--- config.mk ---
export PLATFORM = sky130hd
export DESIGN_NAME = sar_adc_sequencer
export DESIGN_NICKNAME = d
export VERILOG_FILES = /design/src/rtl/adc_seq_pkg.sv /design/src/rtl/sar_adc_sequencer.sv
export SDC_FILE = /design/constraint.sdc
export NUM_CORES = 1
export LEC_CHECK = 0
export ABC_AREA = 1
export CAP_MARGIN = 20
export CELL_PAD_IN_SITES_DETAIL_PLACEMENT = 0
export CELL_PAD_IN_SITES_GLOBAL_PLACEMENT = 1
export CORE_MARGIN = 3
export CORE_UTILIZATION = 50
export DETAILED_ROUTE_END_ITERATION = 8
export DONT_BUFFER_PORTS = 1
export PLACE_DENSITY_LB_ADDON = 0.1
export SYNTH_ARGS = -nofsm -noshare
export SYNTH_HDL_FRONTEND = slang
export SYNTH_SLANG_ARGS = --single-unit
--- constraint.sdc ---
create_clock -name MCLK -period 3.4 [get_ports MCLK]
set_clock_uncertainty 0.05 [all_clocks]
set_input_delay 0.85 -clock MCLK [delete_from_list [all_inputs] [get_ports MCLK]]
set_output_delay 0.85 -clock MCLK [all_outputs]
set_load 0.01 [all_outputs]
--- src/rtl/adc_seq_pkg.sv ---
package adc_seq_pkg;
  // Register indices
  localparam logic [1:0] OFS_RESULT_LO = 2'h0;
  localparam logic [1:0] OFS_RESULT_HI = 2'h1;
  localparam logic [1:0] OFS_CTRL      = 2'h2;
  localparam logic [1:0] OFS_CHANNEL   = 2'h3;
  // Control register bit positions
  localparam int BIT_ON    = 7;
  localparam int BIT_GO    = 6;
  localparam int BIT_CONT  = 5;
  localparam int BIT_DONE  = 4;
  localparam int BIT_IE    = 3;
  localparam int BIT_DIV_H = 2;
  // Reset values
  localparam logic [7:0] CTRL_RST = 8'h00;
  localparam logic [2:0] CHAN_RST = 3'h0;
  // Conversion lengths in converter clocks
  localparam int NORMAL_CYCLES   = 13;
  localparam int EXTENDED_CYCLES = 25;
  // Sample point in half converter clocks
  localparam int NORMAL_SAMPLE_HALF   = 3;
  localparam int EXTENDED_SAMPLE_HALF = 27;
  localparam int CLK_PERIOD_NS = 40;

  typedef struct packed {
    logic       on;
    logic       cont;
    logic       ie;
    logic [2:0] div;
  } ctrl_t;

  typedef enum logic [1:0] {ST_IDLE, ST_WAIT, ST_CONV} conv_state_t;
endpackage : adc_seq_pkg

--- src/rtl/sar_adc_sequencer.sv ---
`timescale 1ns/100ps
// Overview of operation
// RL1 - Result is 10-bit unsigned code
// RL2 - Three-bit select picks one of eight
// RL3 - Channel register upper five bits read zero
// RL4 - Channel applies only while converter on
// RL5 - Channel change waits for conversion end
// RL6 - Mode bit picks single or continuous
// RL7 - Go bit starts, reads busy, self-clears
// RL8 - Start waits for converter clock edge
// RL9 - Prescaler held reset while converter off
// RL10 - Software keeps converter clock 50-200 kHz
// RL11 - Normal conversion lasts 13 clocks
// RL12 - First conversion extended, 25 clocks
// RL13 - Sample at 1.5 or 13.5 clocks
// RL14 - Completion writes result, sets flag
// RL15 - Continuous mode restarts immediately, go stays
// RL16 - Low read locks result until high read
// RL17 - Software reads low byte before high
// RL18 - Discarded result still sets flag, interrupt
// RL19 - Idle halt starts noise-canceling conversion
// RL20 - Idle conversion completion raises interrupt
// RL21 - Divide code 0,1 by 2, up to 128
// RL22 - Turning off aborts running conversion
// RL23 - Writing zero to go does nothing
// RL24 - Flag clears on vector or written one
// RL25 - Channel latched at each conversion start
module sar_adc_sequencer
  import adc_seq_pkg::*;
#(
  parameter int DATA_W = 10
)(
  // Clock and reset
  input  wire logic              MCLK,
  input  wire logic              RST,
  input  wire logic              CE,
  // Register port
  input  wire logic [1:0]        ADDR,
  input  wire logic [7:0]        WDATA,
  input  wire logic              WR,
  input  wire logic              RD,
  output logic      [7:0]        RDATA,
  // System
  input  wire logic              CPU_IDLE,
  input  wire logic              IRQ_ACK,
  output logic                   IRQ,
  // Analog core
  output logic      [2:0]        CHAN_SEL,
  output logic                   SAMPLE,
  output logic                   CORE_ON,
  input  wire logic [DATA_W-1:0] CORE_CODE
);
  import adc_seq_pkg::*;

  if (DATA_W != 10)
  begin : g_bad_width
    $error("DATA_W must be 10");
  end

  ctrl_t             ctrl_r;
  logic              go_r;
  logic              done_r;
  logic              ext_r;
  logic [2:0]        chan_r;
  logic [2:0]        chan_act_r;
  logic [DATA_W-1:0] result_r;
  logic              lock_r;
  logic [6:0]        pre_r;
  logic              tick;
  logic              mid;
  logic [4:0]        conv_ticks_r;
  logic [5:0]        half_r;
  logic              idle_d_r;
  logic              sample_r;
  logic [7:0]        rdata_r;
  conv_state_t       st_r;
  logic              complete;
  logic              wr_ctrl;
  logic              start_req;
  logic              idle_start;
  logic [5:0]        len_half;

  assign wr_ctrl = WR && (ADDR == OFS_CTRL);
  // RL19 idle auto start
  assign idle_start = CPU_IDLE && !idle_d_r && ctrl_r.on && !go_r && !ctrl_r.cont && ctrl_r.ie;
  // RL23 zero write ignored
  assign start_req = (wr_ctrl && WDATA[BIT_GO] && WDATA[BIT_ON]) || idle_start;
  assign len_half = ext_r ? 6'(2 * EXTENDED_CYCLES) : 6'(2 * NORMAL_CYCLES);
  assign complete = (st_r == ST_CONV) && tick && (half_r == len_half - 6'h2) && ctrl_r.on;

  // RL21 divide select
  always_comb
  begin
    case (ctrl_r.div)
      3'h0, 3'h1: tick = (pre_r[0] == 1'b1);
      3'h2: tick = (pre_r[1:0] == 2'h3);
      3'h3: tick = (pre_r[2:0] == 3'h7);
      3'h4: tick = (pre_r[3:0] == 4'hf);
      3'h5: tick = (pre_r[4:0] == 5'h1f);
      3'h6: tick = (pre_r[5:0] == 6'h3f);
      default: tick = (pre_r == 7'h7f);
    endcase
  end

  // Midpoint of each converter clock, for the half-cycle hold instant
  always_comb
  begin
    case (ctrl_r.div)
      3'h0, 3'h1: mid = (pre_r[0] == 1'b0);
      3'h2: mid = (pre_r[1:0] == 2'h1);
      3'h3: mid = (pre_r[2:0] == 3'h3);
      3'h4: mid = (pre_r[3:0] == 4'h7);
      3'h5: mid = (pre_r[4:0] == 5'h0f);
      3'h6: mid = (pre_r[5:0] == 6'h1f);
      default: mid = (pre_r == 7'h3f);
    endcase
  end

  // RL9 prescaler gated
  always_ff @(posedge MCLK or posedge RST)
  begin
    if (RST)
      pre_r <= 7'h00;
    else if (CE)
      pre_r <= ctrl_r.on ? pre_r + 7'h01 : 7'h00;
  end

  always_ff @(posedge MCLK or posedge RST)
  begin
    if (RST)
    begin
      ctrl_r <= ctrl_t'(6'h00);
      chan_r <= CHAN_RST;
    end
    else if (CE)
    begin
      if (wr_ctrl)
        ctrl_r <= '{WDATA[BIT_ON], WDATA[BIT_CONT], WDATA[BIT_IE], WDATA[BIT_DIV_H:0]};
      // RL2 channel field
      if (WR && ADDR == OFS_CHANNEL)
        chan_r <= WDATA[2:0];
    end
  end

  // Sequencer: half counter counts converter half periods, stepping by two on each converter clock tick in ST_CONV, cleared at completion
  always_ff @(posedge MCLK or posedge RST)
  begin
    if (RST)
    begin
      st_r   <= ST_IDLE;
      go_r   <= 1'b0;
      ext_r  <= 1'b1;
      half_r <= 6'h00;
      chan_act_r <= CHAN_RST;
    end
    else if (CE)
    begin
      // RL22 abort on off; a write turning on with go set goes to ST_WAIT for a tick
      if (wr_ctrl ? !WDATA[BIT_ON] : !ctrl_r.on)
      begin
        st_r <= ST_IDLE;
        go_r <= 1'b0;
        ext_r <= 1'b1;
        chan_act_r <= chan_r;
      end
      else
      begin
        case (st_r)
          ST_IDLE:
          begin
            // RL4 idle converter follows selection
            chan_act_r <= chan_r;
            // RL7 go starts
            if (start_req)
            begin
              go_r <= 1'b1;
              st_r <= ST_WAIT;
            end
          end
          ST_WAIT:
            // RL8 wait clock edge
            if (tick)
            begin
              st_r <= ST_CONV;
              half_r <= 6'h00;
              // RL25 latch channel
              chan_act_r <= chan_r;
            end
          ST_CONV:
            if (tick)
            begin
              half_r <= half_r + 6'h2;
              if (complete)
              begin
                ext_r <= 1'b0;
                half_r <= 6'h00;
                // RL5 switch at completion
                chan_act_r <= chan_r;
                // RL15 continuous keeps running
                // RL14 single clears go
                if (!ctrl_r.cont)
                begin
                  go_r <= 1'b0;
                  st_r <= ST_IDLE;
                end
              end
            end
          default: st_r <= ST_IDLE;
        endcase
      end
    end
  end

  // RL13 sample point
  always_ff @(posedge MCLK or posedge RST)
  begin
    if (RST)
      sample_r <= 1'b0;
    else if (CE)
      sample_r <= (st_r == ST_CONV) && ctrl_r.on && mid &&
                  (half_r == (ext_r ? 6'(EXTENDED_SAMPLE_HALF - 1) : 6'(NORMAL_SAMPLE_HALF - 1)));
  end

  // RL16 read lock
  always_ff @(posedge MCLK or posedge RST)
  begin
    if (RST)
    begin
      lock_r <= 1'b0;
      result_r <= '0;
    end
    else if (CE)
    begin
      if (RD && ADDR == OFS_RESULT_LO)
        lock_r <= 1'b1;
      else if (RD && ADDR == OFS_RESULT_HI)
        lock_r <= 1'b0;
      // RL1 result store
      if (complete && !lock_r)
        result_r <= CORE_CODE;
    end
  end

  // RL24 flag clear
  always_ff @(posedge MCLK or posedge RST)
  begin
    if (RST)
      done_r <= 1'b0;
    else if (CE)
    begin
      // RL18 set despite lock
      if (complete)
        done_r <= 1'b1;
      else if (IRQ_ACK || (wr_ctrl && WDATA[BIT_DONE]))
        done_r <= 1'b0;
    end
  end

  always_ff @(posedge MCLK or posedge RST)
  begin
    if (RST)
      idle_d_r <= 1'b0;
    else if (CE)
      idle_d_r <= CPU_IDLE;
  end

  // RL3 reserved zero
  always_ff @(posedge MCLK or posedge RST)
  begin
    if (RST)
      rdata_r <= 8'h00;
    else if (CE)
    begin
      rdata_r <= 8'h00;
      if (RD)
        case (ADDR)
          OFS_RESULT_LO: rdata_r <= result_r[7:0];
          OFS_RESULT_HI: rdata_r <= {6'h00, result_r[9:8]};
          OFS_CTRL: rdata_r <= {ctrl_r.on, go_r, ctrl_r.cont, done_r, ctrl_r.ie, ctrl_r.div};
          default: rdata_r <= {5'h00, chan_r};
        endcase
    end
  end

  assign RDATA = rdata_r;
  // RL20 interrupt out
  assign IRQ = done_r && ctrl_r.ie;
  // RL4 channel only when on
  // RL5 switch at completion
  assign CHAN_SEL = ctrl_r.on ? chan_act_r : CHAN_RST;
  assign SAMPLE = sample_r;
  assign CORE_ON = ctrl_r.on;

  // RL11 RL12 independent clock count
  always_ff @(posedge MCLK or posedge RST)
  begin
    if (RST)
      conv_ticks_r <= 5'h00;
    else if (CE)
    begin
      if (st_r != ST_CONV || complete)
        conv_ticks_r <= 5'h00;
      else if (tick)
        conv_ticks_r <= conv_ticks_r + 5'h01;
    end
  end

  // RL11 normal length
  property p_normal_len;
    @(posedge MCLK) disable iff (RST)
    (complete && CE && !ext_r) |-> conv_ticks_r == 5'(NORMAL_CYCLES - 1);
  endproperty
  a_normal_len: assert property (p_normal_len) else $error("normal length wrong"); // RL11

  property p_ext_len;
    @(posedge MCLK) disable iff (RST)
    (complete && CE && ext_r) |-> conv_ticks_r == 5'(EXTENDED_CYCLES - 1);
  endproperty
  a_ext_len: assert property (p_ext_len) else $error("extended length wrong"); // RL12

  property p_single_clear;
    @(posedge MCLK) disable iff (RST)
    (complete && CE && !ctrl_r.cont) |=> !go_r && done_r;
  endproperty
  a_single_clear: assert property (p_single_clear) else $error("go not cleared"); // RL14

  property p_cont_go;
    @(posedge MCLK) disable iff (RST)
    (complete && CE && ctrl_r.cont && !wr_ctrl) |=> go_r;
  endproperty
  a_cont_go: assert property (p_cont_go) else $error("go dropped"); // RL15

  property p_lock;
    @(posedge MCLK) disable iff (RST)
    (lock_r && CE) |=> $stable(result_r);
  endproperty
  a_lock: assert property (p_lock) else $error("locked result changed"); // RL16

  property p_off;
    @(posedge MCLK) disable iff (RST)
    (!ctrl_r.on && CE && !(wr_ctrl && WDATA[BIT_ON])) |=> (pre_r == 7'h00) && (st_r == ST_IDLE);
  endproperty
  a_off: assert property (p_off) else $error("off not reset"); // RL9

  property p_rsv;
    @(posedge MCLK) disable iff (RST)
    (RD && CE && ADDR == OFS_CHANNEL) |=> RDATA[7:3] == 5'h00;
  endproperty
  a_rsv: assert property (p_rsv) else $error("reserved bits set"); // RL3

  property p_irq;
    @(posedge MCLK) disable iff (RST)
    (complete && CE && ctrl_r.ie && !wr_ctrl) |=> IRQ;
  endproperty
  a_irq: assert property (p_irq) else $error("no interrupt"); // RL18

  property p_wait;
    @(posedge MCLK) disable iff (RST)
    (st_r == ST_WAIT && !tick && CE && ctrl_r.on && !wr_ctrl) |=> st_r == ST_WAIT;
  endproperty
  a_wait: assert property (p_wait) else $error("start without tick"); // RL8
endmodule : sar_adc_sequencer

==> results of run 1 <==
[state kept, by name (all words and copies together) (netlist names), 2 cells and up]
register	flops
result_r	10
RDATA	8
pre_r	7
ctrl_r	5
half_r	5
chan_act_r	3
chan_r	3
st_r	2
[worst reg2reg max path, stage by stage, from the launching register on]
cell and delay, ns:
dfrtp_1 0.43, ha_1 0.29, nand3_2 0.14, inv_1 0.10
ha_1 0.15, inv_1 0.04, nor2_1 0.09, nor2_1 0.06
nand3_2 0.09, nand3_2 0.15, nor2_4 0.30, nand2_2 0.20
nand2_1 0.10, nand2_1 0.05
[worst paths after layout]
| path | to | slack, ns | depth (start not counted) |
|---|---|---|---|
| min reg2reg | chan_act_r[1]$_DFFE_PP0P_ | 0.43 | 2 |
| max | result_r[9]$_DFFE_PP0P_ | 1.06 | 13 |
| min | pre_r[6]$_DFFE_PP0P_ | 0.30 | 1 |
| max in group asynchronous | ext_r$_DFFE_PP1P_ | 2.45 | 2 |
| min in group MCLK | chan_act_r[1]$_DFFE_PP0P_ | 0.43 | 2 |
| max reg2reg | result_r[9]$_DFFE_PP0P_ | 1.06 | 13 |
[logic make-up (layout without fill, tap and decap cells)]
group	Yosys count	in the layout	synth area share (%)
buffers and inverters	58	58	8.392
adders and majority gates	11	11	4.884
DFF	50	50	44.45
xor gates and xnor gates	2	2	0.6218
AOI/OAI and AO/OA	54	54	12.30
and+or+nand+nor	181	181	29.35
[through the flow]
step / power (µW) / setup slack [ns] / hold WS [ns]
after floorplan: 1212 / 1.300 / 0.3917
after global placement: 1316 / 1.096 / 0.4068
after detailed placement: 1321 / 1.065 / 0.4116
after CTS: 1763 / 1.056 / 0.4376
after global routing: 1901 / 0.8224 / 0.3061
final: 1747 / 1.059 / 0.3022
[per-layer routing]
layer / global-route usage (%) / up-vias
li1: - / 1159
met1: 26.50 / 1089
met2: 35.47 / 45
met3: 5.765 / 4
met4: 3.378 / 0
met5: 0 / -
[layout make-up]
| type | count | share of cell area (%) |
|---|---|---|
| repair buffers | 1 | 0.6697 |
| multi-input cells | 248 | 44.45 |
| inverters | 49 | 6.153 |
| flip-flops and latches | 50 | 41.90 |
| well taps | 70 | 2.930 |
| clock inverters | 3 | 1.591 |
| clock buffers | 5 | 2.302 |
[power by group]
group          switching [µW]  internal (µW)  leakage, µW
registers                 119            703     0.000658
logic                     310            173     0.000791
clock network             217            225    0.0000591
total                     647           1100      0.00151
[cell usage in the layout (no fill, tap or decap)]
cell type	count
a21boi_0	3
a21oi_1	8
a21oi_4	1
a22o_1	6
a22oi_1	1
a31o_2	1
a31oi_1	1
a32o_1	2
and3_1	1
buf_12	1
bufinv_16	1
clkbuf_8	5
dfrtp_1	49
dfstp_2	1
ha_1	11
inv_1	46
inv_2	3
inv_6	2
nand2_1	96
nand2_2	5
nand2_4	1
nand3_1	33
nand3_2	5
nand4_1	6
nor2_1	23
nor2_2	2
nor2_4	3
nor3_1	4
nor4_1	2
o2111ai_1	2
o21ai_0	21
o22ai_1	8
xor2_1	2
==> impl_metrics.sql, run 1 <==
INSERT INTO impl_metrics (metric_group, metric, value, unit) VALUES
('critical_path', 'worstPathRequired', '3.55', 'ns'),
('yosys', 'share_of_yosys_cell_area_claimed_by_the_top_area_cell_type', '43.52', '%'),
('route', 'met3_length', '345', 'µm'),
('timing', 'post-route-period-util', '68.85', '%'),
('route', 'postRouteAntennaNets', '0', ''),
('clock_network', 'cts_root_buf', 'clkbuf_8', ''),
('placed_design', 'detailed_place.area', '0.002853', 'mm²'),
('yosys', 'synth_top_cells_by_count', '96 x nand2_1, 49 x dfrtp_1, 47 x inv_1', ''),
('route', 'm1WireLength', '2855', 'µm'),
('worst_hold_path', 'timing.hold.worst.class', 'in2async', ''),
('yosys', 'yosys-top-cells-area', 'dfrtp_1 44%, nand2_1 13%, inv_1 6.3%, nand3_1 5.9%, ha_1 4.9%', ''),
('finish', 'layout.filler_cells', '533', ''),
('finish', 'fin_nets', '393', ''),
('critical_path', 'timing.critical_path.from', 'pre_r[0]$_DFFE_PP0P_', ''),
('yosys', 'instance_count_of_the_mapped_netlist', '356', ''),
('floorplanning', 'width_of_the_die', '81.07', 'µm'),
('finish', 'sequential_cell_area', '0.001252', 'mm²'),
('critical_path', 'timing.critical_path.cells', 'ha_1 -> nand3_2 -> inv_1 -> ha_1 -> inv_1 -> nor2_1 -> nor2_1 -> nand3_2 -> nand3_2 -> nor2_4 -> nand2_2 -> nand2_1 -> nand2_1', ''),
('timing', 'finalMaxSlewViolations', '0', ''),
('critical_path', 'crit_type', 'reg2reg', ''),
('yosys', 'synth-edff-count', '0', ''),
('timing', 'final_critical_delay_including_setup_and_external_delays', '2.341', 'ns'),
('placed_design', 'place.detailed.hpwl', '4549', 'µm'),
('clock_network', 'cts_made_buffers', '5', ''),
('critical_path', 'regToRegStartpoint', 'pre_r[0]$_DFFE_PP0P_', ''),
('critical_path', 'critPathCaptureType', 'flop', ''),
('clock_network', 'clock_sinks', '50', ''),
('yosys', 'netlist-cell-type-count', '33', ''),
('floorplanning', 'core_region_area', '0.005270', 'mm²'),
('yosys', 'synth-seq-area-share', '44.45', '%'),
('critical_path', 'critical-path-top-delay-family', 'simple AND/OR/NAND/NOR gates', ''),
('critical_path', 'maximum_fanout_along_the_worst_path', '13', ''),
('placed_design', 'routabilityCongestion', '0.8757', ''),
('yosys', 'ys.flop_type', 'dfrtp_1', ''),
('clock_network', 'cts.path.max_buffers', '2', ''),
('clock_network', 'insertion_delay', '0.31', 'ns'),
('clock_network', 'cts_repair_resize_count', '0', ''),
('route', 'detail_route.vias_per_cell', '5.392', ''),
('route', 'top_signal_layer_used', 'met4', ''),
('outcome', 'status', 'complete, no violations', ''),
('placed_design', 'port-buffer-count', '0', ''),
('finish', 'finalNonFillerCells', '426', ''),
('floorplanning', 'die_height', '81.07', 'µm'),
('timing', 'tightest_slew', '0.6778', 'ns'),
('yosys', 'yosys_warnings', '0', ''),
('global_route', 'antenna_found_initial', '0', ''),
('clock_network', 'clk_pin_slew', '0.11', 'ns'),
('finish', 'multi_input_area', '0.001329', 'mm²'),
('global_route', 'largest_net_degree_at_the_start_of_global_routing', '51', ''),
('timing', 'rsz0062_at_grt', 'false', ''),
('critical_path', 'worstPathBufferInverterCount', '2', ''),
('finish', 'layout.cell_area.non_filler', '0.002989', 'mm²'),
('power', 'vdd.ir_drop.worst', '0.0002984', 'V'),
('finish', 'fin_util', '56.72', '%'),
('global_route', 'vias_in_the_first_global_route', '2282', ''),
('clock_network', 'htreeDepth', '2', ''),
('floorplanning', 'placement_rows', '26', ''),
('route', 'via_count', '2297', ''),
('critical_path', 'cp_slowest_stage_delay', '0.43', 'ns'),
('power', 'cellPowerDensity', '584.5', 'mW/mm²'),
('floorplanning', 'top_level_ports', '41', ''),
('timing', 'hold_viol', '0', ''),
('critical_path', 'slowest_stage', 'dfrtp_1', ''),
('route', 'drt_wl_total', '6097', 'µm'),
('global_route', 'wire_length_of_the_first_global_routing_pass', '10650', 'µm'),
('route', 'violation_count_after_the_first_detailed_routing_iteration', '93', ''),
('finish', 'antenna_cells', '0', ''),
('timing', 'accumulated_negative_setup_slack', '0', 'ns'),
('global_route', 'grt.overflow.total', '0', ''),
('yosys', 'synth-async-reset-ratio', '100.0', '%'),
('route', 'detail_route.first_pass.iterations', '4', '');
No activity file was read; power rests on OpenSTA's default activity.
==> run 2, diff against run 1 <==
- ABC_AREA: 1 -> 0
- CORE_UTILIZATION: 50 -> 45
- clock period: 3.4 -> 2 ns (I/O delays scaled with it)
==> run 2 against run 1 <==
The run now ends with negative setup slack left. Area after synthesis shrank 4.2%. Final area up 10%. Register-to-register slack got worse by 1.4 ns. Flip-flop and latch count is the same. Combinational power is 99% higher. Sequential power rose by 59%. Maximum frequency shrank 1.2%. Worst setup slack got worse by 1.4 ns. First-iteration DRC count shrank 26%. Routed wire length increased by 3.6%. Die area rose by 5.9%. Total power grew 63%.
==> impl_metrics.sql, run 2 <==
INSERT INTO impl_metrics (metric_group, metric, value, unit) VALUES
('finish', 'layout_common_cells', '48 x dfrtp_1, 30 x buf_4, 16 x nand2_1', ''),
('timing', 'finalHoldWorstSlack', '0.2194', 'ns'),
('finish', 'commonest_non_fill_non_tap_cell_in_the_layout', 'dfrtp_1', ''),
('timing', 'final_critical_delay_including_setup_and_external_delays', '2.370', 'ns'),
('finish', 'layout.filler_cells', '477', ''),
('power', 'vdd.ir_drop.worst', '0.0004991', 'V'),
('critical_path', 'timing.critical_path.arrival', '2.51', 'ns'),
('worst_hold_path', 'timing.hold.worst.class', 'in2reg', ''),
('finish', 'antenna_cells', '0', ''),
('route', 'drt_drc_violations_left', '0', ''),
('global_route', 'vias_in_the_first_global_route', '2140', ''),
('route', 'wl_per_cell', '18.32', 'µm'),
('placed_design', 'routabilityCongestion', '0.8306', ''),
('yosys', 'synth_top_cells_by_count', '49 x dfrtp_1, 23 x mux2_2, 16 x nand2_1', ''),
('clock_network', 'cts_made_buffers', '5', ''),
('critical_path', 'slowest_stage', 'dfrtp_1', ''),
('yosys', 'share_of_yosys_cell_area_claimed_by_the_top_area_cell_type', '45.43', '%'),
('placed_design', 'port-buffer-count', '0', ''),
('route', 'violation_count_after_the_first_detailed_routing_iteration', '69', ''),
('placed_design', 'post-place-ws', '-0.3684', 'ns'),
('clock_network', 'cts_tree', 'built', ''),
('yosys', 'yosys_warnings', '0', ''),
('yosys', 'syn_nets', '278', ''),
('clock_network', 'cts_root_buf', 'clkbuf_8', ''),
('critical_path', 'worstPathRequired', '2.14', 'ns'),
('outcome', 'status', 'complete, but fails checks', ''),
('timing', 'setup_viol', '23', ''),
('finish', 'regMostFlops', 'result_r', ''),
('floorplanning', 'top_level_ports', '41', ''),
('yosys', 'cell_accounting_for_the_most_synthesized_area', 'dfrtp_1', ''),
('timing', 'fmax', '421.9', 'MHz'),
('yosys', 'instance_count_of_the_mapped_netlist', '240', ''),
('critical_path', 'critPathCaptureType', 'flop', ''),
('critical_path', 'crit_type', 'reg2reg', ''),
('timing', 'finalMaxSlewViolations', '0', ''),
('timing', 'accumulated_negative_setup_slack', '-6.857', 'ns'),
('global_route', 'gr-usage-all-layers', '19.12', '%'),
('floorplanning', 'width_of_the_die', '83.45', 'µm'),
('route', 'detail_route.vias_per_cell', '5.704', ''),
('yosys', 'netlist-cell-type-count', '54', ''),
('flow_run', 'max_cap_violations', '0', ''),
('critical_path', 'timing.critical_path.cells', 'ha_4 -> and3_4 -> ha_4 -> o211a_1 -> a31oi_4 -> a31oi_4 -> buf_4 -> o21bai_4 -> buf_4 -> a31o_2 -> a22o_1', ''),
('critical_path', 'maximum_fanout_along_the_worst_path', '5', ''),
('finish', 'layout-area-overhead-vs-synth', '21.93', '%'),
('finish', 'fin_nets', '311', ''),
('yosys', 'synth-edff-count', '0', ''),
('yosys', 'post-synth-top-count-cell', 'dfrtp_1', ''),
('route', 'drt_wl_total', '6319', 'µm'),
('floorplanning', 'die_height', '83.45', 'µm'),
('yosys', 'synth-async-reset-ratio', '100.0', '%'),
('power', 'power_leakage', '0.001456', 'µW'),
('timing', 'post-route-period-util', '118.5', '%'),
('global_route', 'antenna_found_initial', '0', ''),
('yosys', 'synth.ff_latch_count', '50', ''),
('yosys', 'yosys-top-cells-area', 'dfrtp_1 45%, mux2_2 9.6%, ha_1 5.1%, mux2i_1 3.3%, o21ai_0 2.4%', ''),
('critical_path', 'cp_slowest_stage_delay', '0.41', 'ns'),
('global_route', 'largest_net_degree_at_the_start_of_global_routing', '24', ''),
('floorplanning', 'start_util', '47.84', '%'),
('clock_network', 'clock_sinks', '50', ''),
('finish', 'multi_input_area', '0.001494', 'mm²'),
('placed_design', 'place.detailed.hpwl', '4629', 'µm'),
('timing', 'hold_viol', '0', ''),
('critical_path', 'worstPathBufferInverterCount', '2', ''),
('floorplanning', 'core_region_area', '0.005642', 'mm²'),
('timing', 'worst_max_slew_margin_expressed_relative_to_the_limit', '59.83', '%'),
('outcome', 'failed_checks', 'negative setup slack', ''),
('yosys', 'ys.flop_type', 'dfrtp_1', ''),
('finish', 'largest_register_ff_count', '10', ''),
('timing', 'rsz0062_at_grt', 'true', ''),
('yosys', 'syn-cell-area', '0.002699', 'mm²'),
('global_route', 'grt.overflow.total', '0', ''),
('clock_network', 'cts.path.max_buffers', '2', ''),
('critical_path', 'critical-path-top-delay-family', 'compound AO/OA/AOI/OAI gates', ''),
('floorplanning', 'placement_rows', '27', ''),
('clock_network', 'htreeDepth', '2', ''),
('critical_path', 'crit_path_start_kind', 'flop', ''),
('route', 'detail_route.first_pass.iterations', '4', ''),
('power', 'cellPowerDensity', '866.4', 'mW/mm²'),
('floorplanning', 'design.die.area', '0.006963', 'mm²'),
('clock_network', 'insertion_delay', '0.30', 'ns'),
('global_route', 'wire_length_of_the_first_global_routing_pass', '10770', 'µm'),
('yosys', 'synth-seq-area-share', '46.41', '%'),
('route', 'via_count', '1968', ''),
('clock_network', 'clk_pin_slew', '0.09', 'ns'),
('timing', 'tightest_slew', '0.5947', 'ns'),
('yosys', 'avgSynthCellArea', '11.25', 'µm²'),
('finish', 'sequential_cell_area', '0.001254', 'mm²'),
('finish', 'post_route_cells_drive_above_1_share', '35.16', '%'),
('route', 'postRouteAntennaNets', '0', ''),
('timing', 'final.setup.worst_slack', '-0.3704', 'ns');
-- run 2: cell count changes in the layout (fill, tap and decap cells not counted), sizes merged, moves of 4 or more --
cell,before,now
nand2,102,17
inv,51,13
buf,1,36
nand3,38,9
mux2,0,24
nor2,28,14
mux2i,0,9
o21ai,21,13
o2bb2ai,0,7
and2,0,4
nand3b,0,4
nand4,6,2
o22ai,8,4
-- run 2: stage by stage --
| step | area [µm²] | util (%) | total power, µW | instances |
|---|---|---|---|---|
| after global placement | 3032 | 53.74 | 2134 | 332 |
| after CTS | 3226 | 57.17 | 2795 | 342 |
| final | 3291 | 58.33 | 2851 | 345 |
| after detailed placement | 3032 | 53.74 | 2172 | 332 |
| after floorplan | 2748 | - | 1884 | 240 |
| after global routing | 3291 | 58.33 | 3032 | 345 |
-- run 2: final timing paths --
check / cells after the start / from / slack, ns / end
max in group asynchronous: 3 / RST / 0.73 / ext_r$_DFFE_PP1P_
min: 1 / ADDR[0] / 0.22 / lock_r$_DFFE_PP0P_
max: 11 / pre_r[1]$_DFFE_PP0P_ / -0.37 / half_r[5]$_DFFE_PP0P_
min reg2reg: 2 / ext_r$_DFFE_PP1P_ / 0.45 / ext_r$_DFFE_PP1P_
min in group asynchronous: 2 / RST / 0.57 / chan_act_r[0]$_DFFE_PP0P_
max reg2reg: 11 / pre_r[1]$_DFFE_PP0P_ / -0.37 / half_r[5]$_DFFE_PP0P_
-- run 2: report_power, final --
group | leakage, µW | switching [µW] | internal [µW] | total (µW)
logic | 0.000775 | 487 | 473 | 960
clock network | 0.0000362 | 341 | 240 | 580
registers | 0.000645 | 148 | 1160 | 1310
total | 0.00146 | 975 | 1880 | 2850
-- run 2: timing repair --
action                                  CTS  global route
resized for setup                        24             9
endpoints found under the setup margin   23            24
hold buffers                              1             0
pin swaps                                 1             4
buffers inserted                          2             5
endpoints found under the hold margin     3             0
-- run 2: layout make-up --
class | instances | area share [%]
Multi-Input combinational cell | 166 | 45.40
Sequential cell | 50 | 38.10
Timing Repair Buffer | 37 | 9.734
Tap cell | 72 | 2.738
Clock buffer | 5 | 2.091
Inverter | 13 | 1.483
Clock inverter | 2 | 0.4563
-- run 2: cell families after synthesis --
logic type	synth area share [%]
adder cells (fa/ha/maj)	5.100
multiplexers	15.30
flip-flops	46.41
XOR/XNOR	0.6492
buffers and inverters	4.173
AND/OR/NAND/NOR	13.31
AO/OA/AOI/OAI	15.07
-- run 2: per-layer routing --
metal | vias up | GRT usage, % | wire length [µm] | part of all wire [%]
li1 | 933 | - | - | -
met3 | 4 | 5.258 | 347 | 5.5
met2 | 52 | 33.38 | 3236 | 51
met1 | 979 | 23.75 | 2681 | 42
met5 | - | 0 | 0 | 0
met4 | 0 | 3.947 | 54 | 0.85
==> run 3, diff against run 2 <==
- MAX_ROUTING_LAYER: default -> met4
- clock period: 2 -> 1.9 ns (I/O delays scaled with it)
==> run 3 against run 2 <==
The run still ends with negative setup slack left. Sequential power up 5%. Count of clock-buffer cells in the layout up 2. Critical path type unchanged. Non-clock buffer count increased by 6. Total power up 6.9%. Maximum frequency rose by 2.6%. Critical path depth decreased by 1. Final cell count grew 2.0%. Global-route usage rose by 0.76 points. Via count is 1.2% higher. Routed wire length fell by 0.35%.
==> impl_metrics.sql, run 3 (synthesis results as in run 2) <==
INSERT INTO impl_metrics (metric_group, metric, value, unit) VALUES
('global_route', 'antenna_found_initial', '0', ''),
('finish', 'layout.filler_cells', '494', ''),
('timing', 'setup_viol', '23', ''),
('global_route', 'grt.overflow.total', '0', ''),
('timing', 'accumulated_negative_setup_slack', '-8.123', 'ns'),
('clock_network', 'cts_root_buf', 'clkbuf_8', ''),
('floorplanning', 'die_height', '83.45', 'µm'),
('finish', 'regMostFlops', 'result_r', ''),
('timing', 'final.setup.worst_slack', '-0.4101', 'ns'),
('timing', 'finalHoldWorstSlack', '0.1995', 'ns'),
('global_route', 'wire_length_of_the_first_global_routing_pass', '10880', 'µm'),
('critical_path', 'timing.critical_path.arrival', '2.45', 'ns'),
('floorplanning', 'width_of_the_die', '83.45', 'µm'),
('timing', 'tightest_slew', '0.5617', 'ns'),
('finish', 'fin_util', '58.04', '%'),
('power', 'power_leakage', '0.001483', 'µW'),
('finish', 'fin_nets', '317', ''),
('floorplanning', 'top_level_ports', '41', ''),
('clock_network', 'cts.path.max_buffers', '2', ''),
('clock_network', 'cts_made_buffers', '5', ''),
('timing', 'hold_viol', '0', ''),
('placed_design', 'routabilityCongestion', '0.8520', ''),
('route', 'postRouteAntennaNets', '0', ''),
('route', 'via_count', '1992', ''),
('clock_network', 'insertion_delay', '0.30', 'ns'),
('finish', 'layout-area-overhead-vs-synth', '21.33', '%'),
('timing', 'fmax', '432.9', 'MHz'),
('clock_network', 'clock_sinks', '50', ''),
('finish', 'layout_common_cells', '48 x dfrtp_1, 41 x buf_4, 16 x nand2_1', ''),
('critical_path', 'worstPathRequired', '2.04', 'ns'),
('route', 'violation_count_after_the_first_detailed_routing_iteration', '63', ''),
('timing', 'worst_max_slew_margin_expressed_relative_to_the_limit', '62.06', '%'),
('critical_path', 'maximum_fanout_along_the_worst_path', '10', ''),
('global_route', 'vias_in_the_first_global_route', '2171', ''),
('outcome', 'failed_checks', 'negative setup slack', ''),
('clock_network', 'clk_pin_slew', '0.09', 'ns'),
('timing', 'post-route-period-util', '121.6', '%'),
('worst_hold_path', 'timing.hold.worst.class', 'in2reg', ''),
('route', 'drt_wl_total', '6297', 'µm'),
('power', 'vdd.ir_drop.worst', '0.0004635', 'V'),
('clock_network', 'cts_tree', 'built', ''),
('power', 'cellPowerDensity', '930.8', 'mW/mm²'),
('floorplanning', 'placement_rows', '27', ''),
('route', 'drt_drc_violations_left', '0', ''),
('finish', 'commonest_non_fill_non_tap_cell_in_the_layout', 'dfrtp_1', ''),
('timing', 'final_critical_delay_including_setup_and_external_delays', '2.310', 'ns'),
('finish', 'antenna_cells', '0', ''),
('critical_path', 'critPathCaptureType', 'flop', ''),
('timing', 'rsz0062_at_grt', 'true', ''),
('route', 'detail_route.first_pass.iterations', '4', ''),
('finish', 'post_route_cells_drive_above_1_share', '35.36', '%'),
('global_route', 'largest_net_degree_at_the_start_of_global_routing', '23', ''),
('critical_path', 'crit_path_start_kind', 'flop', ''),
('floorplanning', 'start_util', '47.84', '%'),
('route', 'wl_per_cell', '17.89', 'µm'),
('route', 'detail_route.vias_per_cell', '5.659', ''),
('placed_design', 'port-buffer-count', '0', ''),
('timing', 'finalMaxSlewViolations', '0', ''),
('flow_run', 'max_cap_violations', '0', ''),
('global_route', 'gr-usage-all-layers', '19.88', '%'),
('floorplanning', 'core_region_area', '0.005642', 'mm²'),
('clock_network', 'htreeDepth', '2', ''),
('critical_path', 'crit_type', 'reg2reg', ''),
('finish', 'largest_register_ff_count', '10', ''),
('outcome', 'status', 'complete, but fails checks', ''),
('placed_design', 'place.detailed.hpwl', '4772', 'µm'),
('floorplanning', 'design.die.area', '0.006963', 'mm²');
## run 3: timing repair
item,4_1_cts,5_1_grt
pin swaps,5,2
hold endpoints to repair,15,0
gates cloned,0,0
endpoints found under the setup margin,24,24
hold buffers,1,0
buffers inserted,1,0
gates resized for setup,11,6
## run 3: power breakdown
part	internal (µW)	total (µW)	switching, µW
clock	294	636	342
sequential	1220	1370	141
combinational	529	1050	516
## run 3: worst paths after layout
kind,from,to,slack [ns],cells after the start
max reg2reg,pre_r[1]$_DFFE_PP0P_,result_r[2]$_DFFE_PP0P_,-0.41,10
min in group asynchronous,RST,chan_act_r[1]$_DFFE_PP0P_,0.54,2
max,pre_r[1]$_DFFE_PP0P_,result_r[2]$_DFFE_PP0P_,-0.41,10
min reg2reg,idle_d_r$_DFFE_PP0P_,idle_d_r$_DFFE_PP0P_,0.46,1
max in group asynchronous,RST,idle_d_r$_DFFE_PP0P_,0.64,3
min,CE,pre_r[0]$_DFFE_PP0P_,0.20,1
## run 3: critical path, stage by stage (launching register included)
cell	delay [ns]
dfrtp_1	0.41
ha_4	0.15
and3_4	0.20
ha_4	0.12
o211a_1	0.14
a31oi_2	0.05
a31oi_4	0.29
nand2_4	0.09
nor3_4	0.20
buf_12	0.17
mux2_2	0.33
## run 3: final cells by class
type                       instances  area (µm²)  share of cell area, %
multi-input combinational        166        1453                  44.36
inverter                          13       48.80                  1.490
timing repair buffer              43       337.8                  10.32
clock inverter                     1       5.005                 0.1528
tap                               72       90.09                  2.751
sequential                        50        1254                  38.29
clock buffer                       7       86.33                  2.637
## run 3: stage by stage
stage / worst slack [ns] / cells / cell area, µm² / total power (µW)
after detailed placement: -0.4287 / 342 / 3094 / 2350
after global placement: -0.3619 / 342 / 3094 / 2295
after CTS: -0.4137 / 352 / 3251 / 3057
after global routing: -0.5148 / 352 / 3274 / 3250
after floorplan: -0.4698 / 240 / 2748 / 1985
final: -0.4101 / 352 / 3274 / 3048
## run 3: metal layers
layer | track usage, % | part of all wire, %
met1 | 25.29 | 44
met2 | 32.22 | 50
met3 | 4.762 | 4.8
met4 | 4.971 | 1.4
met5 | - | 0
